==> config.mk <==
export PLATFORM = sky130hd
export DESIGN_NAME = rtf_host
export DESIGN_NICKNAME = d
export VERILOG_FILES = /design/src/rtf_pkg.sv /design/src/rtf_host.sv
export VERILOG_INCLUDE_DIRS = /design/src
export SDC_FILE = /design/constraint.sdc
export NUM_CORES = 2
export LEC_CHECK = 0
export BUFFER_PORTS_ARGS = -buffer_cell sky130_fd_sc_hd__buf_2
export CAP_MARGIN = 20
export CORE_AREA = 4 4 341 343
export CTS_BUF_LIST = sky130_fd_sc_hd__clkbuf_8
export DETAILED_ROUTE_END_ITERATION = 8
export DIE_AREA = 0 0 345 347
export SETUP_SLACK_MARGIN = 0.3
export SYNTH_ARGS = -nofsm -noshare
export SYNTH_HDL_FRONTEND = slang
export SYNTH_SLANG_ARGS = --single-unit
==> constraint.sdc <==
create_clock -name clock -period 12.7 [get_ports clock]
set_clock_uncertainty 0.15 [all_clocks]
set_input_delay 1.27 -clock clock [delete_from_list [all_inputs] [get_ports clock]]
set_output_delay 1.27 -clock clock [all_outputs]
set_load 0.01 [all_outputs]
==> src/rtf_defines.svh <==
// Purpose: constants of the telegram framer host
// Assumes: byte-wide character link, one clock
// Notes:   offsets index the host's own command registers
`ifndef RTF_DEFINES_SVH
`define RTF_DEFINES_SVH
`define RTF_EOT          8'h04
`define RTF_STX          8'h02
`define RTF_ETX          8'h03
`define RTF_ENQ          8'h05
`define RTF_ACK          8'h06
`define RTF_NAK          8'h15
`define RTF_EQ           8'h3D
`define RTF_DIG4         8'h34
`define RTF_DIG9         8'h39
`define RTF_MAX_DATA     7'h50
`define RTF_STAT_FIXED   8'h30
`define RTF_STAT_MASK    8'hF2
`define RTF_STAT_CALLUP  0
`define RTF_STAT_MULTI   2
`define RTF_STAT_ACKREQ  3
`define RTF_A_CTRL       4'h0
`define RTF_A_ADDR       4'h1
`define RTF_A_LEN        4'h2
`define RTF_A_TXDATA     4'h3
`define RTF_A_STATUS     4'h4
`define RTF_A_IRQ        4'h5
`define RTF_A_MASK       4'h6
`define RTF_A_RXDATA     4'h7
`define RTF_A_RXLEN      4'h8
`define RTF_IRQ_DONE     0
`define RTF_IRQ_NAK      1
`define RTF_IRQ_BCC      2
`define RTF_IRQ_FRAME    3
`endif

==> src/rtf_pkg.sv <==
// Purpose: types of the telegram framer host
// Assumes: nothing beyond the defines header
// Notes:   none
package rtf_pkg;
	typedef enum logic [1:0] {RTF_OP_NONE, RTF_OP_SELECT, RTF_OP_ENQUIRY} rtf_op_e;
	typedef struct packed
	{
		logic       wr;
		logic       rd;
		logic [3:0] addr;
		logic [7:0] wdata;
	} rtf_cmd_s;
	typedef struct packed
	{
		logic       valid;
		logic [7:0] data;
	} rtf_byte_s;
endpackage

==> src/rtf_host.sv <==
// Purpose: master side of the select/enquiry telegram link
// Assumes: a UART outside moves the bytes; tx_ready is a level
// Notes:   the status byte is the first use-data byte written by software
//
// Summary of operation
// - every telegram carries the parameter code 49999 as five ascii digits.
// - an exchange opens with a select; only after that may an enquiry fetch the reply.
// - after a nak the master queries the cause with the error_cause_query command in a new select; this host only raises the nak event and status bit 3.
// - a select is eot, address, stx, 49999, '=', 0 to 80 use bytes, etx, bcc.
// - an enquiry is eot, address, 49999, enq, with no stx, data or bcc.
// - use data of select and reply starts with one status byte.
// - status bit 0 set is a call-up telegram, clear a data telegram acknowledged only.
// - status bit 2 set means more blocks follow, clear a single or final block.
// - status bit 3 set requests an acknowledge.
// - status bit 1 is zero, bits 4 and 5 one, bits 6 and 7 zero.
// - after a select the device answers address and ack or nak, then the master sends eot.
//
// Decided for this implementation: the strobed register port and the placing of the registers.
`include "rtf_defines.svh"
module rtf_host
(
	input  wire logic          clock,
	input  wire logic          sys_rst,
	input  wire rtf_pkg::rtf_cmd_s cmd,
	output      logic [7:0]    rdata,
	output      logic          irq,
	output      logic [7:0]    tx_data,
	output      logic          tx_valid,
	input  wire logic          tx_ready,
	input  wire rtf_pkg::rtf_byte_s rx
);
	import rtf_pkg::*;
	////////////////////////////////////////////////////////////////////////////
	typedef enum logic [3:0] {S_IDLE, S_TX, S_WAIT_ACK, S_WAIT_REPLY, S_EOT} rtf_state_e;
	rtf_state_e  state;
	rtf_op_e     op;
	logic [7:0]  station;
	logic [6:0]  tx_len;
	logic [7:0]  tx_mem [0:79];
	logic [7:0]  rx_mem [0:79];
	logic [6:0]  wr_ptr;
	logic [6:0]  rd_ptr;
	logic [6:0]  rx_len;
	logic [6:0]  idx;
	logic [7:0]  bcc;
	logic [3:0]  rx_phase;
	logic        selected;
	logic [3:0]  irq_stat;
	logic [3:0]  irq_mask;
	logic        last_nak;

	// tx position: 0 eot,1 adr,2 stx,3..7 code,8 '=',9.. data,etx,bcc
	function automatic logic [7:0] code_digit(input logic [6:0] pos);
		code_digit = (pos == 7'h03) ? `RTF_DIG4 : `RTF_DIG9;
	endfunction

	wire is_wr     = cmd.wr;
	wire go_sel    = is_wr && cmd.addr == `RTF_A_CTRL && cmd.wdata[0];
	wire go_enq    = is_wr && cmd.addr == `RTF_A_CTRL && cmd.wdata[1] && selected;
	wire idle      = state == S_IDLE;
	wire tx_fire   = tx_valid && tx_ready;
	wire [6:0] data_end = 7'h09 + tx_len;
	// status byte fixed bits are forced so software cannot break them
	wire [7:0] stat_fix = (tx_mem[0] & ~`RTF_STAT_MASK) | `RTF_STAT_FIXED;
	wire [7:0] sel_byte =
		(idx == 7'h00) ? `RTF_EOT :
		(idx == 7'h01) ? station :
		(idx == 7'h02) ? `RTF_STX :
		(idx <= 7'h07) ? code_digit(idx) :
		(idx == 7'h08) ? `RTF_EQ :
		(idx == 7'h09 && tx_len != 7'h00) ? stat_fix :
		(idx < data_end) ? tx_mem[idx - 7'h09] :
		(idx == data_end) ? `RTF_ETX : bcc;
	wire [7:0] enq_byte =
		(idx == 7'h00) ? `RTF_EOT :
		(idx == 7'h01) ? station :
		(idx <= 7'h06) ? code_digit(idx + 7'h01) : `RTF_ENQ;
	wire [7:0] next_byte = (op == RTF_OP_SELECT) ? sel_byte : enq_byte;
	wire [6:0] stop_idx  = (op == RTF_OP_SELECT) ? data_end + 7'h02 : 7'h08; // idx runs one ahead of tx_data
	wire       ack_req   = tx_len == 7'h00 || tx_mem[0][`RTF_STAT_ACKREQ];
	wire [3:0] irq_clr   = (is_wr && cmd.addr == `RTF_A_IRQ) ? cmd.wdata[3:0] : 4'h0;
	logic [3:0] ev;

	////////////////////////////////////////////////////////////////////////////
	// register writes and rx read pointer
	always_ff @(posedge clock or posedge sys_rst)
	begin
		if (sys_rst)
		begin
			station  <= 8'h00;
			tx_len   <= 7'h00;
			wr_ptr   <= 7'h00;
			irq_mask <= 4'h0;
			rd_ptr   <= 7'h00;
		end
		else
		begin
			if (is_wr && cmd.addr == `RTF_A_ADDR)
				station <= cmd.wdata;
			if (is_wr && cmd.addr == `RTF_A_LEN && idle)
			begin
				tx_len <= (cmd.wdata[6:0] > `RTF_MAX_DATA) ? `RTF_MAX_DATA : cmd.wdata[6:0];
				wr_ptr <= 7'h00;
			end
			if (is_wr && cmd.addr == `RTF_A_TXDATA && idle && wr_ptr < `RTF_MAX_DATA)
			begin
				tx_mem[wr_ptr] <= cmd.wdata;
				wr_ptr <= wr_ptr + 7'h01;
			end
			if (is_wr && cmd.addr == `RTF_A_MASK)
				irq_mask <= cmd.wdata[3:0];
			if (cmd.rd && cmd.addr == `RTF_A_RXDATA && rd_ptr < rx_len)
				rd_ptr <= rd_ptr + 7'h01;
			else if (rx_phase == 4'h1)
				rd_ptr <= 7'h00;
		end
	end

	////////////////////////////////////////////////////////////////////////////
	// telegram sequencer
	always_ff @(posedge clock or posedge sys_rst)
	begin
		if (sys_rst)
		begin
			state    <= S_IDLE;
			op       <= RTF_OP_NONE;
			idx      <= 7'h00;
			bcc      <= 8'h00;
			tx_valid <= 1'b0;
			tx_data  <= 8'h00;
			rx_phase <= 4'h0;
			rx_len   <= 7'h00;
			selected <= 1'b0;
			last_nak <= 1'b0;
			ev       <= 4'h0;
		end
		else
		begin
			ev <= 4'h0;
			case (state)
				S_IDLE:
				begin
					if (go_sel || go_enq)
					begin
						op       <= go_sel ? RTF_OP_SELECT : RTF_OP_ENQUIRY;
						idx      <= 7'h00;
						bcc      <= 8'h00;
						state    <= S_TX;
					end
				end
				S_TX:
				begin
					if (!tx_valid || tx_fire)
					begin
						if (tx_fire && idx == stop_idx)
						begin
							tx_valid <= 1'b0;
							rx_phase <= 4'h0;
							state    <= (op == RTF_OP_SELECT) ? (ack_req ? S_WAIT_ACK : S_EOT) : S_WAIT_REPLY;
						end
						else
						begin
							tx_data  <= next_byte;
							tx_valid <= 1'b1;
							if (idx >= 7'h03 && idx <= data_end && op == RTF_OP_SELECT)
								bcc <= bcc ^ next_byte;
							idx <= idx + 7'h01;
						end
					end
				end
				S_WAIT_ACK:
				begin
					// address byte, then ack or nak
					if (rx.valid)
					begin
						if (rx_phase == 4'h0)
							rx_phase <= (rx.data == station) ? 4'h1 : 4'h0;
						else
						begin
							last_nak <= rx.data == `RTF_NAK;
							selected <= rx.data == `RTF_ACK;
							ev[`RTF_IRQ_NAK]  <= rx.data == `RTF_NAK;
							ev[`RTF_IRQ_DONE] <= rx.data == `RTF_ACK;
							state <= S_EOT;
						end
					end
				end
				S_WAIT_REPLY:
				begin
					// 0 adr,1 stx,2..6 code,7 '=',8 data..etx,9 bcc
					if (rx.valid)
					begin
						rx_phase <= rx_phase + 4'h1;
						case (rx_phase)
							4'h0: rx_phase <= (rx.data == station) ? 4'h1 : 4'h0;
							4'h1:
							begin
								bcc    <= 8'h00;
								rx_len <= 7'h00;
								if (rx.data != `RTF_STX)
								begin
									ev[`RTF_IRQ_FRAME] <= 1'b1;
									state <= S_EOT;
								end
							end
							4'h2, 4'h3, 4'h4, 4'h5, 4'h6, 4'h7:
							begin
								bcc <= bcc ^ rx.data;
								if (rx.data != ((rx_phase == 4'h7) ? `RTF_EQ :
									code_digit({3'h0, rx_phase} + 7'h01)))
								begin
									ev[`RTF_IRQ_FRAME] <= 1'b1;
									state <= S_EOT;
								end
							end
							4'h8:
							begin
								rx_phase <= 4'h8;
								bcc <= bcc ^ rx.data;
								if (rx.data == `RTF_ETX)
									rx_phase <= 4'h9;
								else if (rx_len < `RTF_MAX_DATA)
								begin
									rx_mem[rx_len] <= rx.data;
									rx_len <= rx_len + 7'h01;
								end
								else
								begin
									ev[`RTF_IRQ_FRAME] <= 1'b1;
									state <= S_EOT;
								end
							end
							default:
							begin
								ev[`RTF_IRQ_BCC]  <= rx.data != bcc;
								ev[`RTF_IRQ_DONE] <= rx.data == bcc;
								state <= S_EOT;
							end
						endcase
					end
				end
				S_EOT:
				begin
					// closing eot ends the exchange
					if (!tx_valid)
					begin
						tx_data  <= `RTF_EOT;
						tx_valid <= 1'b1;
					end
					else if (tx_ready)
					begin
						tx_valid <= 1'b0;
						state    <= S_IDLE;
					end
				end
				default: state <= S_IDLE;
			endcase
		end
	end

	////////////////////////////////////////////////////////////////////////////
	// interrupts and read data; a new event beats a same-cycle clear
	always_ff @(posedge clock or posedge sys_rst)
	begin
		if (sys_rst)
		begin
			irq_stat <= 4'h0;
			irq      <= 1'b0;
			rdata    <= 8'h00;
		end
		else
		begin
			irq_stat <= (irq_stat & ~irq_clr) | ev;
			irq      <= |(((irq_stat & ~irq_clr) | ev) & irq_mask);
			case (cmd.addr)
				`RTF_A_ADDR:   rdata <= station;
				`RTF_A_LEN:    rdata <= {1'b0, tx_len};
				`RTF_A_STATUS: rdata <= {4'h0, last_nak, selected, (state != S_IDLE), 1'b0};
				`RTF_A_IRQ:    rdata <= {4'h0, irq_stat};
				`RTF_A_MASK:   rdata <= {4'h0, irq_mask};
				`RTF_A_RXDATA: rdata <= (rd_ptr < rx_len) ? rx_mem[rd_ptr] : 8'h00;
				`RTF_A_RXLEN:  rdata <= {1'b0, rx_len};
				default:       rdata <= 8'h00;
			endcase
		end
	end

	////////////////////////////////////////////////////////////////////////////
	property p_eot_first;
		@(posedge clock) disable iff (sys_rst)
		$rose(state == S_TX) |=> tx_valid && tx_data == `RTF_EOT;
	endproperty
	a_eot_first: assert property (p_eot_first) else $error("telegram not opened by eot");
	property p_enq_needs_sel;
		@(posedge clock) disable iff (sys_rst)
		state == S_TX && op == RTF_OP_ENQUIRY |-> selected;
	endproperty
	a_enq_needs_sel: assert property (p_enq_needs_sel) else $error("enquiry without select");
	property p_stat_fixed;
		@(posedge clock) disable iff (sys_rst)
		op == RTF_OP_SELECT && tx_fire && idx == 7'h0A && tx_len != 7'h00
			|-> (tx_data & `RTF_STAT_MASK) == `RTF_STAT_FIXED;
	endproperty
	a_stat_fixed: assert property (p_stat_fixed) else $error("status byte fixed bits wrong");
	property p_eot_close;
		@(posedge clock) disable iff (sys_rst)
		state == S_WAIT_ACK && rx.valid && rx_phase == 4'h1 |=> ##1 tx_valid && tx_data == `RTF_EOT;
	endproperty
	a_eot_close: assert property (p_eot_close) else $error("no closing eot");
	property p_enq_code;
		@(posedge clock) disable iff (sys_rst)
		op == RTF_OP_ENQUIRY && state == S_TX && tx_fire && idx == 7'h08 |-> tx_data == `RTF_ENQ;
	endproperty
	a_enq_code: assert property (p_enq_code) else $error("enquiry not closed by enq");
	property p_code_digit;
		@(posedge clock) disable iff (sys_rst)
		op == RTF_OP_SELECT && state == S_TX && tx_fire && idx == 7'h04 |-> tx_data == `RTF_DIG4;
	endproperty
	a_code_digit: assert property (p_code_digit) else $error("code does not start with 4");
	property p_len_cap;
		@(posedge clock) disable iff (sys_rst)
		tx_len <= `RTF_MAX_DATA && rx_len <= `RTF_MAX_DATA;
	endproperty
	a_len_cap: assert property (p_len_cap) else $error("use data over 80 bytes");
	property p_irq_level;
		@(posedge clock) disable iff (sys_rst)
		irq |-> $past(|((irq_stat & ~irq_clr | ev) & irq_mask));
	endproperty
	a_irq_level: assert property (p_irq_level) else $error("irq without cause");
	c_select: cover property (@(posedge clock) disable iff (sys_rst) ev[`RTF_IRQ_DONE] && op == RTF_OP_SELECT);
	c_enquiry: cover property (@(posedge clock) disable iff (sys_rst) ev[`RTF_IRQ_DONE] && op == RTF_OP_ENQUIRY);
	c_nak: cover property (@(posedge clock) disable iff (sys_rst) ev[`RTF_IRQ_NAK]);
endmodule

# After elaboration in Yosys (flattened, before gate mapping)
# Memories as Yosys holds them, arrays and structs flattened.
# Cells that the tools add are included.
[totals]
regBits = 93
ram_bits = 1280
in_bits = 26
output_inout_bits = 18
elab_cells = 253
memories = 2
[mem_list]
columns = ["name", "words", "width", "rd", "rd_clocked_by_memory_dff", "wr", "line", "rtl"]
rows = [
  ["rx_mem", 80, 8, 1, 0, 1, "rtf_host.sv:40", "logic [7:0] rx_mem [0:79];"],
  ["tx_mem", 80, 8, 2, 0, 1, "rtf_host.sv:39", "logic [7:0] tx_mem [0:79];"],
]
[op_classes]
add_sub_neg = 9
magnitude_cmp = 9
n_eq_ne = 58
muxes = 96
n_bitwise = 7
reduce_logical = 53
[ops]
columns = ["op", "n"]
rows = [
  ["$mux W8", 20],
  ["$mux W4", 22],
  ["$mux W7", 11],
  ["$pmux W8 S7", 1],
  ["$eq A4 B3 Y1 const B", 9],
  ["$pmux W8 S2", 2],
  ["$add A7 B1 Y7 const B", 4],
  ["$ne A2 B2 Y1 const B", 14],
  ["$pmux W7 S2", 2],
  ["$eq A4 B2 Y1 const B", 6],
  ["$pmux W8 S3", 1],
  ["$mux W1", 22],
  ["$eq A7 B2 Y1 const B", 3],
  ["$logic_and A1 B1 Y1", 21],
  ["$pmux W4 S5", 1],
  ["$eq A8 B8 Y1", 2],
  ["$pmux W4 S4", 1],
  ["$xor A8 B8 Y8", 2],
  ["$ne A3 B3 Y1 const B", 5],
  ["$eq A7 B4 Y1 const B", 2],
  ["$eq A7 B7 Y1", 2],
  ["$le A7 B3 Y1 const B", 2],
  ["$logic_not A7 Y1", 2],
  ["$lt A7 B7 Y1", 2],
  ["50 further kinds", 73],
]

# Logic depth before layout (Yosys ltp)
[logic_depth]
ltp_word = 16
ltp_mapped = 19
mapped_depth_nobuf = 14

# Least setup slack after synthesis
# No wires, ideal clock.
[synth_timing]
path_type = "input port to flip-flop"
start = "input port sys_rst"
end = "memory tx_mem[23][0], enable pin"
setup_time_ps = 374
arrival_time_ps = 4566
t_required_ps = 12176
slack_ps = 7610
stages = 3
n_path_buf = 0
path_cell_list = "inv_1 nand3_1 nor2_1"
[synth_via]
elab_chain_cells = 3
[synth_lines]
columns = ["element", "line", "rtl"]
rows = [
  ["start, declared", "rtf_host.sv:23", "input wire logic sys_rst,"],
  ["$logic_not A1 Y1 (no line)", "n/a", ""],
  ["$logic_and A1 B1 Y1 (implied by the code)", "rtf_host.sv:107", "tx_mem[wr_ptr] <= cmd.wdata;"],
  ["$mux W1 (implied by the code)", "rtf_host.sv:107", ""],
  ["end, declared", "rtf_host.sv:39", ""],
]
# No other way between the ends.

# Worst setup path after layout
[layout_timing]
start = "register idx[0]"
end = "register bcc[6]"
[layout_via]
elab_chain_cells = 15
elab_cells_between_ends = 36
cone_classes = "add/sub (1); order compare (4); eq/ne (8); mux (15); bitwise (1); reduce/logical (6); memory (1)"
[layout_lines]
columns = ["element", "line", "rtl"]
rows = [
  ["start, declared", "rtf_host.sv:44", "logic [6:0] idx;"],
  ["start signal, assigned", "rtf_host.sv:167", "idx <= idx + 7'h01;"],
  ["$sub A7 B4 Y7 / $eq A7 B7 Y1 (equally long branches)", "rtf_host.sv:72, rtf_host.sv:73", ""],
  ["$mem_v2 Z80 W8 / $mux W8 (equally long branches)", "n/a", ""],
  ["$mux W8", "rtf_host.sv:72", "(idx < data_end) ? tx_mem[idx - 7'h09] :"],
  ["$mux W8", "rtf_host.sv:71", "(idx == 7'h09 && tx_len != 7'h00) ? stat_fix :"],
  ["$mux W8", "rtf_host.sv:70", "(idx == 7'h08) ? `RTF_EQ :"],
  ["$mux W8", "rtf_host.sv:69", "(idx <= 7'h07) ? code_digit(idx) :"],
  ["$mux W8", "rtf_host.sv:68", "(idx == 7'h02) ? `RTF_STX :"],
  ["$mux W8", "rtf_host.sv:67", "(idx == 7'h01) ? station :"],
  ["$mux W8", "rtf_host.sv:66", "(idx == 7'h00) ? `RTF_EOT :"],
  ["$mux W8", "rtf_host.sv:78", "wire [7:0] next_byte = (op == RTF_OP_SELECT) ? sel_byte : enq_byte;"],
  ["$xor A8 B8 Y8", "rtf_host.sv:166", "bcc <= bcc ^ next_byte;"],
  ["$mux W8", "rtf_host.sv:165", "if (idx >= 7'h03 && idx <= data_end && op == RTF_OP_SELECT)"],
  ["$mux W8", "rtf_host.sv:155", "if (tx_fire && idx == stop_idx)"],
  ["$mux W8", "rtf_host.sv:153", "if (!tx_valid || tx_fire)"],
  ["$pmux W8 S3", "rtf_host.sv:140", "case (state)"],
  ["end signal, assigned", "rtf_host.sv:166", ""],
  ["end signal, assigned", "rtf_host.sv:208", "bcc <= bcc ^ rx.data;"],
  ["end signal, assigned", "rtf_host.sv:219", "bcc <= bcc ^ rx.data;"],
  ["end, declared", "rtf_host.sv:45", "logic [7:0] bcc;"],
]
# Parallel ways exist; a longest one is shown, timed or not. The select of a mux whose other input is x is not followed.
# A chain may end at the register's enable or synchronous reset.

==> metrics.txt <==
Synth Area in Compound Gates 3.395%; final setup margin 6.876 ns; die width 345 um; CP arrival 6.48 ns; final-report setup violation count 0; Layout Nets 3152; # Post-CTS Setup Buffers 0; Peak VDD IR 161.4 uV; Buffers on Ports 43; Post-Syn Nets 2994; drt via density 6.268; kind of critical path reg2reg; Syn. warnings 0; Area growth, synth to finish 10.71%; Die Footprint 0.1197 mm^2; cell taking the most area after synthesis edfxtp_1; Worst Reg-to-Reg Cells 13; global-route wire length before repair 210300 um; Post-synth EDFFs 1280; most area-consuming cells after synthesis edfxtp_1, mux4_2, dfrtp_1; Final Cycle Share 45.86%; post-synthesis async set-or-reset flop share 6.706%; DRC 0; area share of the largest cell type after synthesis 68.40%; RSZ-0062 raised after global routing false; max-cap viol count 0; count leader, synth edfxtp_1; crit end category flip-flop; Clock Pin Slew Worst Setup and Hold Paths 0.06 ns; largest net degree at the start of global routing 89; critical path fanouts, max 47; Site Rows 124; Reg2Reg Capture Point bcc[6]; flops & latches, synth 1372; DR iter-0 viols 3869; count of pins over their slew limit 0; crit path time final 5.824 ns; status finished clean; mux contribution to synthesized area 16.44%; post-CTS sizing 0; Leak Pwr 19.82 nW; clk_lat worst skew 0.92 ns; TritonCTS clock tree done; post-synthesis sequential area ratio 72.49%; antenna violations before repair 4; HPWL Detailed 89230 um; Netlist cell types 91; Slew headroom 24.44%; # IOs 44; pre-CTS setup slack 6.796 ns; First-pass DRT Iterations 5; Post-Syn Instances 2940; post-route antenna net violation count 0; Synth Area in Simple Gates 4.947%; Post-synth top cells edfxtp_1, mux4_2, nor2_1; Clock Path Buffers 3; gr ovfl total 0; CORE AREA 0.1136 mm^2; setup total negative slack 0 ns; Hold Buf Count CTS 0; Avg Inst Size Synth 19.11 um^2; WL final 143200 um; Least-Margin Pin Slew 1.129 ns; Synth Area in XOR/XNOR 0.6301%; initial core utilization 49.48%; Root Driver clkbuf_8; Synth Cell Area 0.05620 mm^2; Final Hold Violating Endpoints 0; Synth Area in Adders 0.6435%; CP Launch Type flip-flop; Min-Delay Path Class in2async; reg2reg start idx[0]; Total Routing Usage GR 23.86%; Worst EP required 13.35 ns; fillers 8750; gpl congestion 0.8624; clk sinks 1372; PwrDens 191.2 mW/mm^2; largest family of logic cells by synthesized area multiplexers; height of the die 347 um; top_reg_cell synth edfxtp_1; via count 30030; Max H-tree Level 4; CTS Buf Count 212; Max Clk Rate 171.7 MHz; fraction of layout cells with a size suffix above 1 24.39%; wire per inst 29.89 um; Reg2Reg Setup Slack 6.88 ns; vias in the first global route 30420
## layer usage
metal / wire (um) / share of wire, % / vias up / track usage (%)
met5: 0 / 0 / - / 0
met4: 3284 / 2.3 / 0 / 6.661
met3: 11820 / 8.3 / 217 / 4.562
met2: 65430 / 46 / 1474 / 35.44
met1: 62680 / 44 / 15910 / 36.65
li1: - / - / 12430 / -
## layout by cell type, fill, tap and decap left out, types with 16 or more instances in the layout
master	instances
a21oi_1	51
a31oi_1	21
mux4_2	387
mux2i_1	33
nand4_1	19
buf_4	51
edfxtp_1	1280
ha_1	27
clkinv_1	47
o21ai_0	63
nor3_1	22
nor2_1	230
clkinv_2	27
dfrtp_1	88
nor2b_1	17
inv_1	107
xor2_1	23
clkbuf_8	220
nand2_1	143
mux2_2	16
buf_2	39
nand3_1	78
## worst max-delay path by stage
| stage | end | slack [ns] | cells past startpoint | startpoint |
|---|---|---|---|---|
| after CTS | bcc[5] | 6.72 | 10 | idx[0] |
| after detailed placement | bcc[5] | 6.80 | 10 | idx[0] |
| final | bcc[6] | 6.88 | 13 | idx[0] |
| after global routing | bcc[5] | 6.35 | 10 | idx[0] |
| after floorplan | tx_mem[23][0] | 7.61 | 3 | sys_rst |
| after global placement | bcc[5] | 6.80 | 10 | idx[0] |
## metrics by stage
step	cells	utilization, %	hold slack [ns]	total power (W)	area, um^2
floorplan	2940	-	0.2737	0.007318	56200
global route	4789	54.78	0.1905	0.01236	62210
finish	4791	54.78	0.2304	0.01189	62220
global placement	4389	51.10	0.3094	0.008408	58030
CTS	4781	54.68	0.1323	0.01193	62100
detailed placement	4389	51.10	0.3077	0.008431	58030
## cell families (layout without fill, tap and decap cells)
family                     Yosys count  in the layout
buffers and inverters              185            521
and+or+nand+nor                    598            598
xor gates and xnor gates            38             38
AOI/OAI and AO/OA                  281            281
DFF                               1372           1372
adders and majority gates           29             29
other                                0              3
muxes                              437            437
## report_power, final
group / switching [W] / internal [W] / total (W)
clock network: 0.00174 / 0.00177 / 0.00351
logic: 0.00187 / 0.00131 / 0.00318
registers: 0.000192 / 0.00501 / 0.00520
total: 0.00381 / 0.00809 / 0.0119
## critical path, cell delays in order (launching register included)
cell       delay, ns
dfrtp_4         0.85
inv_1           0.29
ha_4            0.72
buf_4           0.47
buf_4           0.68
mux4_2          0.35
nor2_1          0.08
o2111ai_1       0.26
nand4_1         0.21
o311ai_0        0.77
o211ai_1        0.29
o21ai_0         0.21
a21oi_1         0.10
a31oi_1         0.16
## final cells by class
type | instances | area, um^2 | area share (%)
timing repair buffer | 96 | 681.9 | 1.096
antenna | 3 | 7.507 | 0.01207
inverter | 33 | 126.4 | 0.2031
multi-input combinational | 1383 | 14690 | 23.62
clock inverter | 172 | 1035 | 1.663
tap | 1512 | 1892 | 3.041
sequential | 1372 | 40750 | 65.50
clock buffer | 220 | 3028 | 4.867
## sequential cells by signal, summed over array words and instances (netlist names), 8 cells and up
signal / cells
bcc: 8
rdata: 8
rx_mem: 640
station: 8
tx_data: 8
tx_mem: 640
(Power assumes the default switching activity.)
